<file path="config.mk">
export PLATFORM = sky130hd
export DESIGN_NAME = fcp_flash_seq
export DESIGN_NICKNAME = d
export VERILOG_FILES = /design/src/pkg/fcp_pkg.sv /design/src/logic/fcp_flash_seq.sv /design/src/logic/fcp_fifo.sv
export SDC_FILE = /design/constraint.sdc
export NUM_CORES = 1
export LEC_CHECK = 0
export ABC_AREA = 0
export BUFFER_PORTS_ARGS = -buffer_cell sky130_fd_sc_hd__buf_2
export CAP_MARGIN = 20
export CORE_ASPECT_RATIO = 1.4
export CORE_MARGIN = 4
export CORE_UTILIZATION = 60
export DETAILED_ROUTE_END_ITERATION = 8
export GPL_ROUTABILITY_DRIVEN = 0
export PLACE_DENSITY = 0.85
export SLEW_MARGIN = 20
export SYNTH_ARGS = -nofsm -noshare
export SYNTH_HDL_FRONTEND = slang
export SYNTH_SLANG_ARGS = --single-unit
</file>
<file path="constraint.sdc">
create_clock -name ref_clk -period 17.87 [get_ports ref_clk]
set_input_delay 0.8935 -clock ref_clk [delete_from_list [all_inputs] [get_ports ref_clk]]
set_output_delay 0.8935 -clock ref_clk [all_outputs]
set_load 0.02 [all_outputs]
</file>
<file path="src/pkg/fcp_pkg.sv">
// ----------------------------------------------------------------
// flash command sequencer constants
// ----------------------------------------------------------------
package fcp_pkg;

  // bus widths
  localparam int unsigned ADDR_W = 32;
  localparam int unsigned DATA_W = 32;

  // unlock key addresses, compared on the low address half
  localparam logic [15:0] KEY_ADDR_A = 16'h5554;
  localparam logic [15:0] KEY_ADDR_B = 16'hAAAA;

  // command data words
  localparam logic [31:0] KEY_DATA_1 = 32'h000000AA;
  localparam logic [31:0] KEY_DATA_2 = 32'h00000055;
  localparam logic [31:0] CMD_PAGE_PROG = 32'h000000A0;
  localparam logic [31:0] CMD_READ = 32'h000000F0;

  // page geometry: 128 words sharing address [31:9]
  localparam int unsigned PAGE_WORDS = 128;
  localparam int unsigned PAGE_LSB = 9;
  localparam int unsigned WORD_LSB = 2;
  localparam int unsigned IDX_W = PAGE_LSB - WORD_LSB;
  localparam logic [6:0] LAST_WORD_IDX = 7'h7F;
  localparam logic [6:0] FIRST_DATA_IDX = 7'h01;

  // write buffer depth in front of the sequencer
  localparam int unsigned FIFO_DEPTH = 16;

  // reset values
  localparam logic READY_BUSY_FLAG_RESET = 1'b1;

endpackage

</file>
<file path="src/logic/fcp_flash_seq.sv">
`timescale 1ns/1ps
module fcp_flash_seq #(
  parameter int unsigned FIFO_DEPTH = fcp_pkg::FIFO_DEPTH
) (
  // clock and reset
  input wire logic ref_clk,
  input wire logic rst,
  // cpu bus write cycles
  input wire logic busWrValid,
  input wire logic [31:0] busWrAddr,
  input wire logic [31:0] busWrData,
  output logic busWrReady,
  // cpu bus read strobe into flash space
  input wire logic busRdStrobe,
  // flash array programming port
  output logic cellWrValid,
  output logic [31:0] cellWrAddr,
  output logic [31:0] cellClearMask,
  input wire logic cellWrReady,
  input wire logic cellWrFail,
  // block protection lookup for the current page
  output logic [31:0] pageAddr,
  input wire logic pageProtected,
  // status
  output logic readyBusyFlag,
  output logic readMode,
  output logic failLocked
);

  // ----------------------------------------------------------------
  // parameter check
  // ----------------------------------------------------------------
  if (FIFO_DEPTH < 2) begin : gDepthCheck
    $error("fcp_flash_seq needs a write buffer of at least 2 words");
  end
  if ((1 << fcp_pkg::IDX_W) != fcp_pkg::PAGE_WORDS) begin : gPageCheck
    $error("fcp_flash_seq page geometry does not match word count");
  end

  // ----------------------------------------------------------------
  // write cycle buffer
  // ----------------------------------------------------------------
  logic fifoOutValid;
  logic fifoOutReady;
  logic [63:0] fifoOutData;
  logic [31:0] cycAddr;
  logic [31:0] cycData;
  logic take;

  fcp_fifo #(
    .WIDTH(64),
    .DEPTH(FIFO_DEPTH)
  ) uBuf (
    .ref_clk(ref_clk),
    .rst(rst),
    .inValid(busWrValid),
    .inData({busWrAddr, busWrData}),
    .inReady(busWrReady),
    .outValid(fifoOutValid),
    .outData(fifoOutData),
    .outReady(fifoOutReady)
  );

  assign cycAddr = fifoOutData[63:32];
  assign cycData = fifoOutData[31:0];
  assign take = fifoOutValid && fifoOutReady;

  // ----------------------------------------------------------------
  // sequencer state
  // ----------------------------------------------------------------
  typedef enum logic [2:0] {
    ST_READ,
    ST_KEY1,
    ST_KEY2,
    ST_PRG_ADDR,
    ST_PRG_CHECK,
    ST_PRG_DATA,
    ST_PRG_DRAIN,
    ST_FAIL
  } fcp_state_e;

  fcp_state_e state_q, state_d;
  logic [22:0] pageBase_q, pageBase_d;
  logic [6:0] wordIdx_q, wordIdx_d;
  logic wrValid_q, wrValid_d;
  logic [31:0] wrAddr_q, wrAddr_d;
  logic [31:0] wrMask_q, wrMask_d;
  logic prot_q, prot_d;
  logic rdyBsy_q, rdyBsy_d;
  logic stageFree;
  logic keyAddrA;
  logic keyAddrB;
  logic busyNext;

  assign keyAddrA = (cycAddr[15:0] == fcp_pkg::KEY_ADDR_A);
  assign keyAddrB = (cycAddr[15:0] == fcp_pkg::KEY_ADDR_B);
  // the write stage can take a word if empty or being emptied
  assign stageFree = !wrValid_q || cellWrReady;

  // pop policy per state; drain state holds later writes back
  always_comb begin
    unique case (state_q)
      ST_READ, ST_KEY1, ST_KEY2: fifoOutReady = 1'b1;
      ST_PRG_ADDR, ST_PRG_DATA: fifoOutReady = stageFree;
      ST_PRG_CHECK, ST_PRG_DRAIN: fifoOutReady = 1'b0;
      ST_FAIL: fifoOutReady = 1'b1; // discard so the cpu bus never hangs
    endcase
  end

  // next state and datapath values
  always_comb begin
    state_d = state_q;
    pageBase_d = pageBase_q;
    wordIdx_d = wordIdx_q;
    wrValid_d = wrValid_q && !cellWrReady;
    wrAddr_d = wrAddr_q;
    wrMask_d = wrMask_q;
    prot_d = prot_q;
    unique case (state_q)
      // read mode: only the first key or a single read command count
      ST_READ: begin
        if (take) begin
          if (cycData == fcp_pkg::CMD_READ) begin
            state_d = ST_READ;
          end else if (keyAddrA && cycData == fcp_pkg::KEY_DATA_1) begin
            state_d = ST_KEY1;
          end else begin
            state_d = ST_READ;
          end
        end
      end
      // a stray read mid-sequence would confuse decoding, so abort
      ST_KEY1: begin
        if (busRdStrobe) begin
          state_d = ST_READ;
        end else if (take) begin
          if (cycData == fcp_pkg::CMD_READ) begin
            state_d = ST_READ;
          end else if (keyAddrB && cycData == fcp_pkg::KEY_DATA_2) begin
            state_d = ST_KEY2;
          end else begin
            state_d = ST_READ;
          end
        end
      end
      // third cycle selects the operation
      ST_KEY2: begin
        if (busRdStrobe) begin
          state_d = ST_READ;
        end else if (take) begin
          if (keyAddrA && cycData == fcp_pkg::CMD_PAGE_PROG) begin
            state_d = ST_PRG_ADDR;
          end else if (cycData == fcp_pkg::CMD_READ) begin
            state_d = ST_READ;
          end else begin
            state_d = ST_READ;
          end
        end
      end
      // fourth cycle: page top address and first word
      ST_PRG_ADDR: begin
        if (take) begin
          pageBase_d = cycAddr[31:fcp_pkg::PAGE_LSB];
          wrAddr_d = {cycAddr[31:fcp_pkg::PAGE_LSB], 9'h000};
          wrMask_d = ~cycData;
          wordIdx_d = fcp_pkg::FIRST_DATA_IDX;
          state_d = ST_PRG_CHECK;
        end
      end
      // one cycle for the protection lookup of the new page
      ST_PRG_CHECK: begin
        prot_d = pageProtected;
        wrValid_d = !pageProtected;
        state_d = ST_PRG_DATA;
      end
      // every cycle is page data; commands here are just data
      ST_PRG_DATA: begin
        if (take) begin
          wrAddr_d = {pageBase_q, wordIdx_q, 2'b00};
          wrMask_d = ~cycData;
          wrValid_d = !prot_q;
          wordIdx_d = wordIdx_q + 7'h01;
          if (wordIdx_q == fcp_pkg::LAST_WORD_IDX) begin
            state_d = ST_PRG_DRAIN;
          end
        end
      end
      // last word in flight: finish once the array has it
      ST_PRG_DRAIN: begin
        if (!wrValid_d) begin
          state_d = ST_READ;
        end
      end
      // locked: only rst leaves this state
      ST_FAIL: begin
        wrValid_d = 1'b0;
      end
    endcase
    // a failure report from the array overrides any progress
    if (cellWrFail && (state_q == ST_PRG_ADDR || state_q == ST_PRG_CHECK ||
        state_q == ST_PRG_DATA || state_q == ST_PRG_DRAIN)) begin
      state_d = ST_FAIL;
      wrValid_d = 1'b0;
    end
  end

  // ready/busy follows the next state so it drops with the third cycle
  always_comb begin
    busyNext = (state_d == ST_PRG_ADDR) || (state_d == ST_PRG_CHECK) ||
               (state_d == ST_PRG_DATA) || (state_d == ST_PRG_DRAIN) ||
               (state_d == ST_FAIL);
    rdyBsy_d = !busyNext;
  end

  // sequencer registers; cpu reset returns everything to read mode
  always_ff @(posedge ref_clk or posedge rst) begin
    if (rst) begin
      state_q <= ST_READ;
      pageBase_q <= '0;
      wordIdx_q <= '0;
      wrValid_q <= 1'b0;
      wrAddr_q <= '0;
      wrMask_q <= '0;
      prot_q <= 1'b0;
      rdyBsy_q <= fcp_pkg::READY_BUSY_FLAG_RESET;
    end else begin
      state_q <= state_d;
      pageBase_q <= pageBase_d;
      wordIdx_q <= wordIdx_d;
      wrValid_q <= wrValid_d;
      wrAddr_q <= wrAddr_d;
      wrMask_q <= wrMask_d;
      prot_q <= prot_d;
      rdyBsy_q <= rdyBsy_d;
    end
  end

  // ----------------------------------------------------------------
  // outputs
  // ----------------------------------------------------------------
  assign cellWrValid = wrValid_q;
  assign cellWrAddr = wrAddr_q;
  assign cellClearMask = wrMask_q; // ones mark cells pulled to zero
  assign pageAddr = {pageBase_q, 9'h000};
  assign readyBusyFlag = rdyBsy_q; // status bit 0
  assign readMode = rdyBsy_q;
  assign failLocked = (state_q == ST_FAIL);

endmodule

</file>
<file path="src/logic/fcp_fifo.sv">
`timescale 1ns/1ps
// ----------------------------------------------------------------
// synchronous first-word-fall-through fifo
// ----------------------------------------------------------------
module fcp_fifo #(
  parameter int unsigned WIDTH = 64,
  parameter int unsigned DEPTH = 16
) (
  // clock and reset
  input wire logic ref_clk,
  input wire logic rst,
  // fill side
  input wire logic inValid,
  input wire logic [WIDTH-1:0] inData,
  output logic inReady,
  // drain side
  output logic outValid,
  output logic [WIDTH-1:0] outData,
  input wire logic outReady
);

  localparam int unsigned PTR_W = $clog2(DEPTH);

  // pointer wrap relies on a power-of-two depth
  if (DEPTH < 2 || (1 << PTR_W) != DEPTH) begin : gDepthCheck
    $error("fcp_fifo depth must be a power of two, at least 2");
  end

  logic [WIDTH-1:0] memQ [DEPTH];
  logic [PTR_W:0] wrPtr_q, wrPtr_d, rdPtr_q, rdPtr_d;
  logic doPush, doPop;

  // full when pointers differ only in the wrap bit
  assign inReady = !((wrPtr_q[PTR_W] != rdPtr_q[PTR_W]) &&
                     (wrPtr_q[PTR_W-1:0] == rdPtr_q[PTR_W-1:0]));
  assign outValid = (wrPtr_q != rdPtr_q);
  assign outData = memQ[rdPtr_q[PTR_W-1:0]];
  assign doPush = inValid && inReady;
  assign doPop = outValid && outReady;

  // pointer next values
  always_comb begin
    wrPtr_d = wrPtr_q + (PTR_W+1)'(doPush);
    rdPtr_d = rdPtr_q + (PTR_W+1)'(doPop);
  end

  // pointer registers
  always_ff @(posedge ref_clk or posedge rst) begin
    if (rst) begin
      wrPtr_q <= '0;
      rdPtr_q <= '0;
    end else begin
      wrPtr_q <= wrPtr_d;
      rdPtr_q <= rdPtr_d;
    end
  end

  // storage, no reset needed: never read while empty
  always_ff @(posedge ref_clk) begin
    if (doPush) begin
      memQ[wrPtr_q[PTR_W-1:0]] <= inData;
    end
  end

endmodule

</file>
==> results of run 1 <==
-- cell type report --
cell class	instances	area, um^2	share of cell area [%]
Tap cell	944	1180	2.41
Multi-Input combinational cell	794	9680	19.8
Sequential cell	1132	33500	68.4
Antenna cell	13	32.5	0.0665
Timing Repair Buffer	210	1230	2.52
Clock inverter	55	694	1.42
Inverter	7	28.8	0.0588
Clock buffer	118	2610	5.33
-- through the flow --
step | hold WS, ps | cell area [um^2]
after floorplan | 465 | 43800
after global placement | 457 | 45500
after detailed placement | 464 | 45500
after CTS | 470 | 48800
after global routing | 274 | 48900
final | 243 | 48900
-- cells by family (layout without fill, tap and decap cells) --
| logic type | Yosys count | count (layout) | share of synthesized area, % |
|---|---|---|---|
| mux | 362 | 362 | 16.2 |
| flops | 1132 | 1132 | 76.4 |
| xor+xnor | 16 | 16 | 0.320 |
| compound gates | 157 | 157 | 2.42 |
| simple gates | 243 | 243 | 2.59 |
| buf+inv | 126 | 390 | 1.91 |
| other cells | 1 | 24 | 0.00856 |
| fa+ha+maj | 5 | 5 | 0.143 |
-- state kept, by name, indices dropped and copies added, names as in the netlist --
| name | cells |
|---|---|
| uBuf.memQ | 1024 |
| cellClearMask | 32 |
| cellWrAddr | 30 |
| pageBase_q | 23 |
| wordIdx_q | 7 |
| uBuf.rdPtr_q | 5 |
| uBuf.wrPtr_q | 5 |
| state_q | 3 |
| cellWrValid | 1 |
| prot_q | 1 |
| readMode | 1 |
-- worst reg2reg max path: stages (launching register included) --
cell      delay (ps)
dfrtp_4         1180
buf_4            910
and2_2           830
a22oi_1          170
nand2_1          250
nor4bb_1         470
nor4bb_1         370
a31o_1           250
nand2b_1         130
-- per-layer routing --
layer,GRT usage (%),part of all wire [%]
met5,0,0.050
met4,13.8,5.0
met3,5.97,10
met2,46.1,51
met1,34.8,33
-- power breakdown --
part           switching [mW]  internal (mW)  leakage [nW]  total [mW]
Sequential              0.160           3.15          10.5        3.31
Combinational            1.12          0.839          4.35        1.96
Clock                   0.939           1.26          1.60        2.19
Total                    2.22           5.24          16.4        7.46
-- worst max path at each step --
stage / to / slack [ps] / cells after the start
5_1_grt: state_q[0] / 13190 / 9
3_5_place_dp: state_q[0] / 13410 / 9
2_1_floorplan: uBuf.memQ[0][0] / 11210 / 8
4_1_cts: cellClearMask[15] / 13270 / 8
3_3_place_gp: state_q[0] / 13520 / 9
6_report: state_q[0] / 13260 / 8
-- Yosys cell counts, types with 6 or more instances --
cell type	number
buf_2	33
o22ai_1	9
a21oi_1	26
inv_1	6
nand3_1	8
buf_1	7
nor2_1	87
clkbuf_1	27
a31oi_1	9
nand4_1	10
edfxtp_1	1024
nand2_1	73
o21ai_0	31
xor2_1	11
mux4_1	29
dfrtp_1	107
buf_6	15
nand2b_1	12
a22oi_1	39
buf_4	27
nor4_1	7
mux4_2	237
nor2b_1	8
nor3_1	10
mux2i_1	61
a22o_1	9
mux2_2	35
==> flow_summary.ini, run 1 <==
[clock_tree]
post-cts-setup-buffers = 0
cts-buffers-inserted = 94
cts_sinks = 1132
cts_root_buffer = clkbuf_16
clk_pin_slew_ps = 70
cts_resized = 0
tritoncts = built
holdBufCountCts = 0
cts_buffer_depth = 3
clk_latency_ps = 670
h-tree-depth = 3

[detailed_routing]
wirelength_um = 107000
drc_errors = 0
vias_per_cell = 6.93
drtIter0Drc = 3023
num_vias = 22666
wire_per_inst_um = 32.8
dr.pass1.iters = 8
antenna_left = 0

[setup_path]
worst_ep_arrival_time_ps = 5220
worstSetupEndpointType = flop
reg2reg_to = state_q[0]
r2r_setup_slack_ps = 13260
critPathKind = reg -> reg
cp_slowest_stage_delay_ps = 1180
crit_fanout = 63
cp-start-kind = flop
slowest_stage = dfrtp_4
crit_chain = buf_4 -> and2_2 -> a22oi_1 -> nand2_1 -> nor4bb_1 -> nor4bb_1 -> a31o_1 -> nand2b_1
cp.required_ps = 18480
cpMostUsedCell = nor4bb_1
rr_startpoint = uBuf.rdPtr_q[2]
crit_path_start = uBuf.rdPtr_q[2]
cpLargestDelayFamily = simple AND/OR/NAND/NOR gates
worstRegToRegCells = 8
worst-path-buf-inv = 1

[layout]
nets = 2315
drive_gt1_share_pct = 29.0
fin_util_pct = 68.0
fin_cells = 3273
area_delta_synth_final_pct = 11.7
fill_cells = 4098
most-common-layout-cells = 1024 x edfxtp_1, 237 x mux4_2, 160 x buf_2, 104 x dfrtp_1, 97 x clkbuf_16
final_common_cell = edfxtp_1

[logic_synthesis]
synth.largest_area_cell = edfxtp_1
netlist.area_leader.share_pct = 70.2
ys_async_sr_fraction_pct = 9.54
yosysSeqAreaShare_pct = 76.4
synth_edf_count = 1024
synthDistinctLibCells = 66
synth_cells = 2042
syn_area_mm2 = 0.0438
synthTopCellsByArea = edfxtp_1 70%, mux4_2 12%, dfrtp_1 6.1%
ys.flop_type = edfxtp_1
syn_area_per_cell_um2 = 21.4
synth-seq-cells = 1132
ys_warn_count = 0

[timing]
slew_headroom_pct = 25.5
fin_tns_setup_ps = 0
clock_skew_ps = 29.5
drv_slew = 0
worst_pin_slew_ps = 1120
fin_ws_ps = 13260
min_period_ps = 4610
finalSetupViolCount = 0
period_share_pct = 25.8
rsz0062_at_grt = false
max_freq_mhz = 217
hold_violations = 0

[grt]
antenna_found_initial = 16
grt_max_degree = 133
grt_pass1_vias = 23306
grt_pass1_wl_um = 157000
grt_usage_pct = 27.6
grt_overflow = 0

[placement]
hpwl_um = 56600
place_ws_ps = 13410
numPortBuffers = 160
dpl.cell_count = 3084

[floorplan]
initial_core_util_pct = 60.8
die_h_um = 328
core_mm2 = 0.0720
die-area_mm2 = 0.0774
pin_count = 172
rows = 116
die_w_um = 236

[min_path]
worstHoldPathType = in -> async

[power]
fin_total_pwr_mw = 7.46
power_density_mw_per_mm2 = 152
p_leak_nw = 16.4
ir_drop_mv = 0.153

[flow_run]
cap_viol_max_count = 0

[run_status]
status = finished clean
No activity file was read; power rests on OpenSTA's default activity.
==> run 2, diff against run 1 <==
- clock period: 17.87 -> 4.79 ns (I/O delays scaled with it)
==> run 2 against run 1 <==
Effect of this change: register-to-register slack got worse by 12000 ps; global-route usage increased by 0.62 points; sequential power increased to 3.7 times the previous value; sequential cell count unchanged; die area unchanged; sequential share of layout area decreased by 0.77 points.
==> flow_summary.ini, run 2 (synthesis gave the netlist of run 1 again) <==
[grt]
grt_pass1_wl_um = 160000
grt_overflow = 0
grt_usage_pct = 28.2
antenna_found_initial = 5
grt_max_degree = 69
grt_pass1_vias = 23635

[clock_tree]
cts_buffer_depth = 3
clk_latency_ps = 680
post-cts-setup-buffers = 0
h-tree-depth = 3
tritoncts = built
clk_pin_slew_ps = 70
cts_root_buffer = clkbuf_16
cts_sinks = 1132
cts-buffers-inserted = 95
cts_resized = 0

[detailed_routing]
wirelength_um = 109000
drtIter0Drc = 3426
drc_errors = 0
antenna_left = 0
wire_per_inst_um = 32.6
vias_per_cell = 6.88
num_vias = 23012
dr.pass1.iters = 6

[placement]
hpwl_um = 58100
dpl.cell_count = 3097
place_ws_ps = 1060
numPortBuffers = 160

[timing]
finalSetupViolCount = 0
drv_slew = 0
hold-worst-slack_ps = 84.5
fin_ws_ps = 952
max_freq_mhz = 261
slew_headroom_pct = 25.2
period_share_pct = 80.1
hold_violations = 0
min_period_ps = 3840
clock_skew_ps = 38.6
worst_pin_slew_ps = 1120
rsz0062_at_grt = false

[layout]
area_delta_synth_final_pct = 13.0
nets = 2394
drive_gt1_share_pct = 28.0
most-common-layout-cells = 1024 x edfxtp_1, 237 x mux4_2, 160 x buf_2, 104 x dfrtp_1, 99 x clkbuf_16
largest_reg_flops = 1024
final_common_cell = edfxtp_1
fin_util_pct = 68.7
fill_cells = 4141
ff_latch_area_mm2 = 0.0335
multi_input_area_mm2 = 0.00968
fin_cells = 3347

[setup_path]
critPathKind = reg -> reg
cp-start-kind = flop
cpMostUsedCell = nand2b_1
cp_slowest_stage_delay_ps = 650
worst_ep_arrival_time_ps = 4440
crit_fanout = 68
crit_path_start = uBuf.rdPtr_q[1]
worstSetupEndpointType = flop
crit_chain = buf_12 -> mux4_2 -> mux2_2 -> nand2b_1 -> nor4b_1 -> o2111ai_1 -> nor4bb_1 -> a31o_1 -> nand2b_1
cp.required_ps = 5400
worst-path-buf-inv = 1
rr_startpoint = uBuf.rdPtr_q[1]
slowest_stage = dfrtp_4
cpLargestDelayFamily = simple AND/OR/NAND/NOR gates

[floorplan]
rows = 116
die_h_um = 328
die-area_mm2 = 0.0774
pin_count = 172
initial_core_util_pct = 60.8
die_w_um = 236
core_mm2 = 0.0720

[power]
ir_drop_mv = 0.471
fin_total_pwr_mw = 27.6
power_density_mw_per_mm2 = 557
p_leak_nw = 16.7

[flow_run]
cap_viol_max_count = 0

[run_status]
status = finished clean

[min_path]
worstHoldPathType = in -> reg
min-delay-start = cellWrReady
[run 2: repair_timing]
action / in CTS / in global routing
hold endpoints to repair: 1088 / 0
setup endpoints to repair: 0 / 0
hold buffers: 67 / 0
[run 2: final cells by class]
| class | instances | area share, % |
|---|---|---|
| diodes | 6 | 0.0303 |
| clock buffers | 137 | 5.46 |
| clock inverters | 39 | 0.766 |
| inverters | 7 | 0.0582 |
| multi-input cells | 794 | 19.6 |
| flip-flops and latches | 1132 | 67.6 |
| well taps | 944 | 2.39 |
| repair buffers | 288 | 4.10 |
[run 2: where the power goes]
| group | switching [mW] | internal, mW |
|---|---|---|
| clock network | 3.40 | 4.26 |
| registers | 0.449 | 11.7 |
| logic | 4.47 | 3.22 |
[run 2: path summary, 6_finish.rpt]
kind | endpoint | slack [ps] | depth (start not counted)
worst max-delay path | state_q[0] | 950 | 9
worst min-delay path | cellWrValid | 80 | 3
worst max register to register | state_q[0] | 950 | 9
worst min register to register | cellWrAddr[28] | 480 | 2
max in group asynchronous | pageBase_q[8] | 3240 | 4
min in group asynchronous | cellClearMask[25] | 360 | 3
[run 2: per-layer routing]
layer | track usage, % | wire length [um] | up-vias
met1 | 35.8 | 35800 | 11785
met5 | 0 | 13 | -
met3 | 5.01 | 11100 | 367
met4 | 13.6 | 5910 | 2
li1 | - | - | 9003
met2 | 48.0 | 56100 | 1855
[run 2: worst reg2reg max path, stage by stage (launching register included)]
cell,delay [ps]
dfrtp_4,650
buf_12,430
mux4_2,660
mux2_2,300
nand2b_1,140
nor4b_1,430
o2111ai_1,290
nor4bb_1,520
a31o_1,260
nand2b_1,110
[run 2: per-stage QoR]
step	area [um^2]	TNS [ps]
after global routing	49500	0
after CTS	49500	0
after detailed placement	45700	0
after global placement	45700	0
after floorplan	43800	-292680
final	49500	0
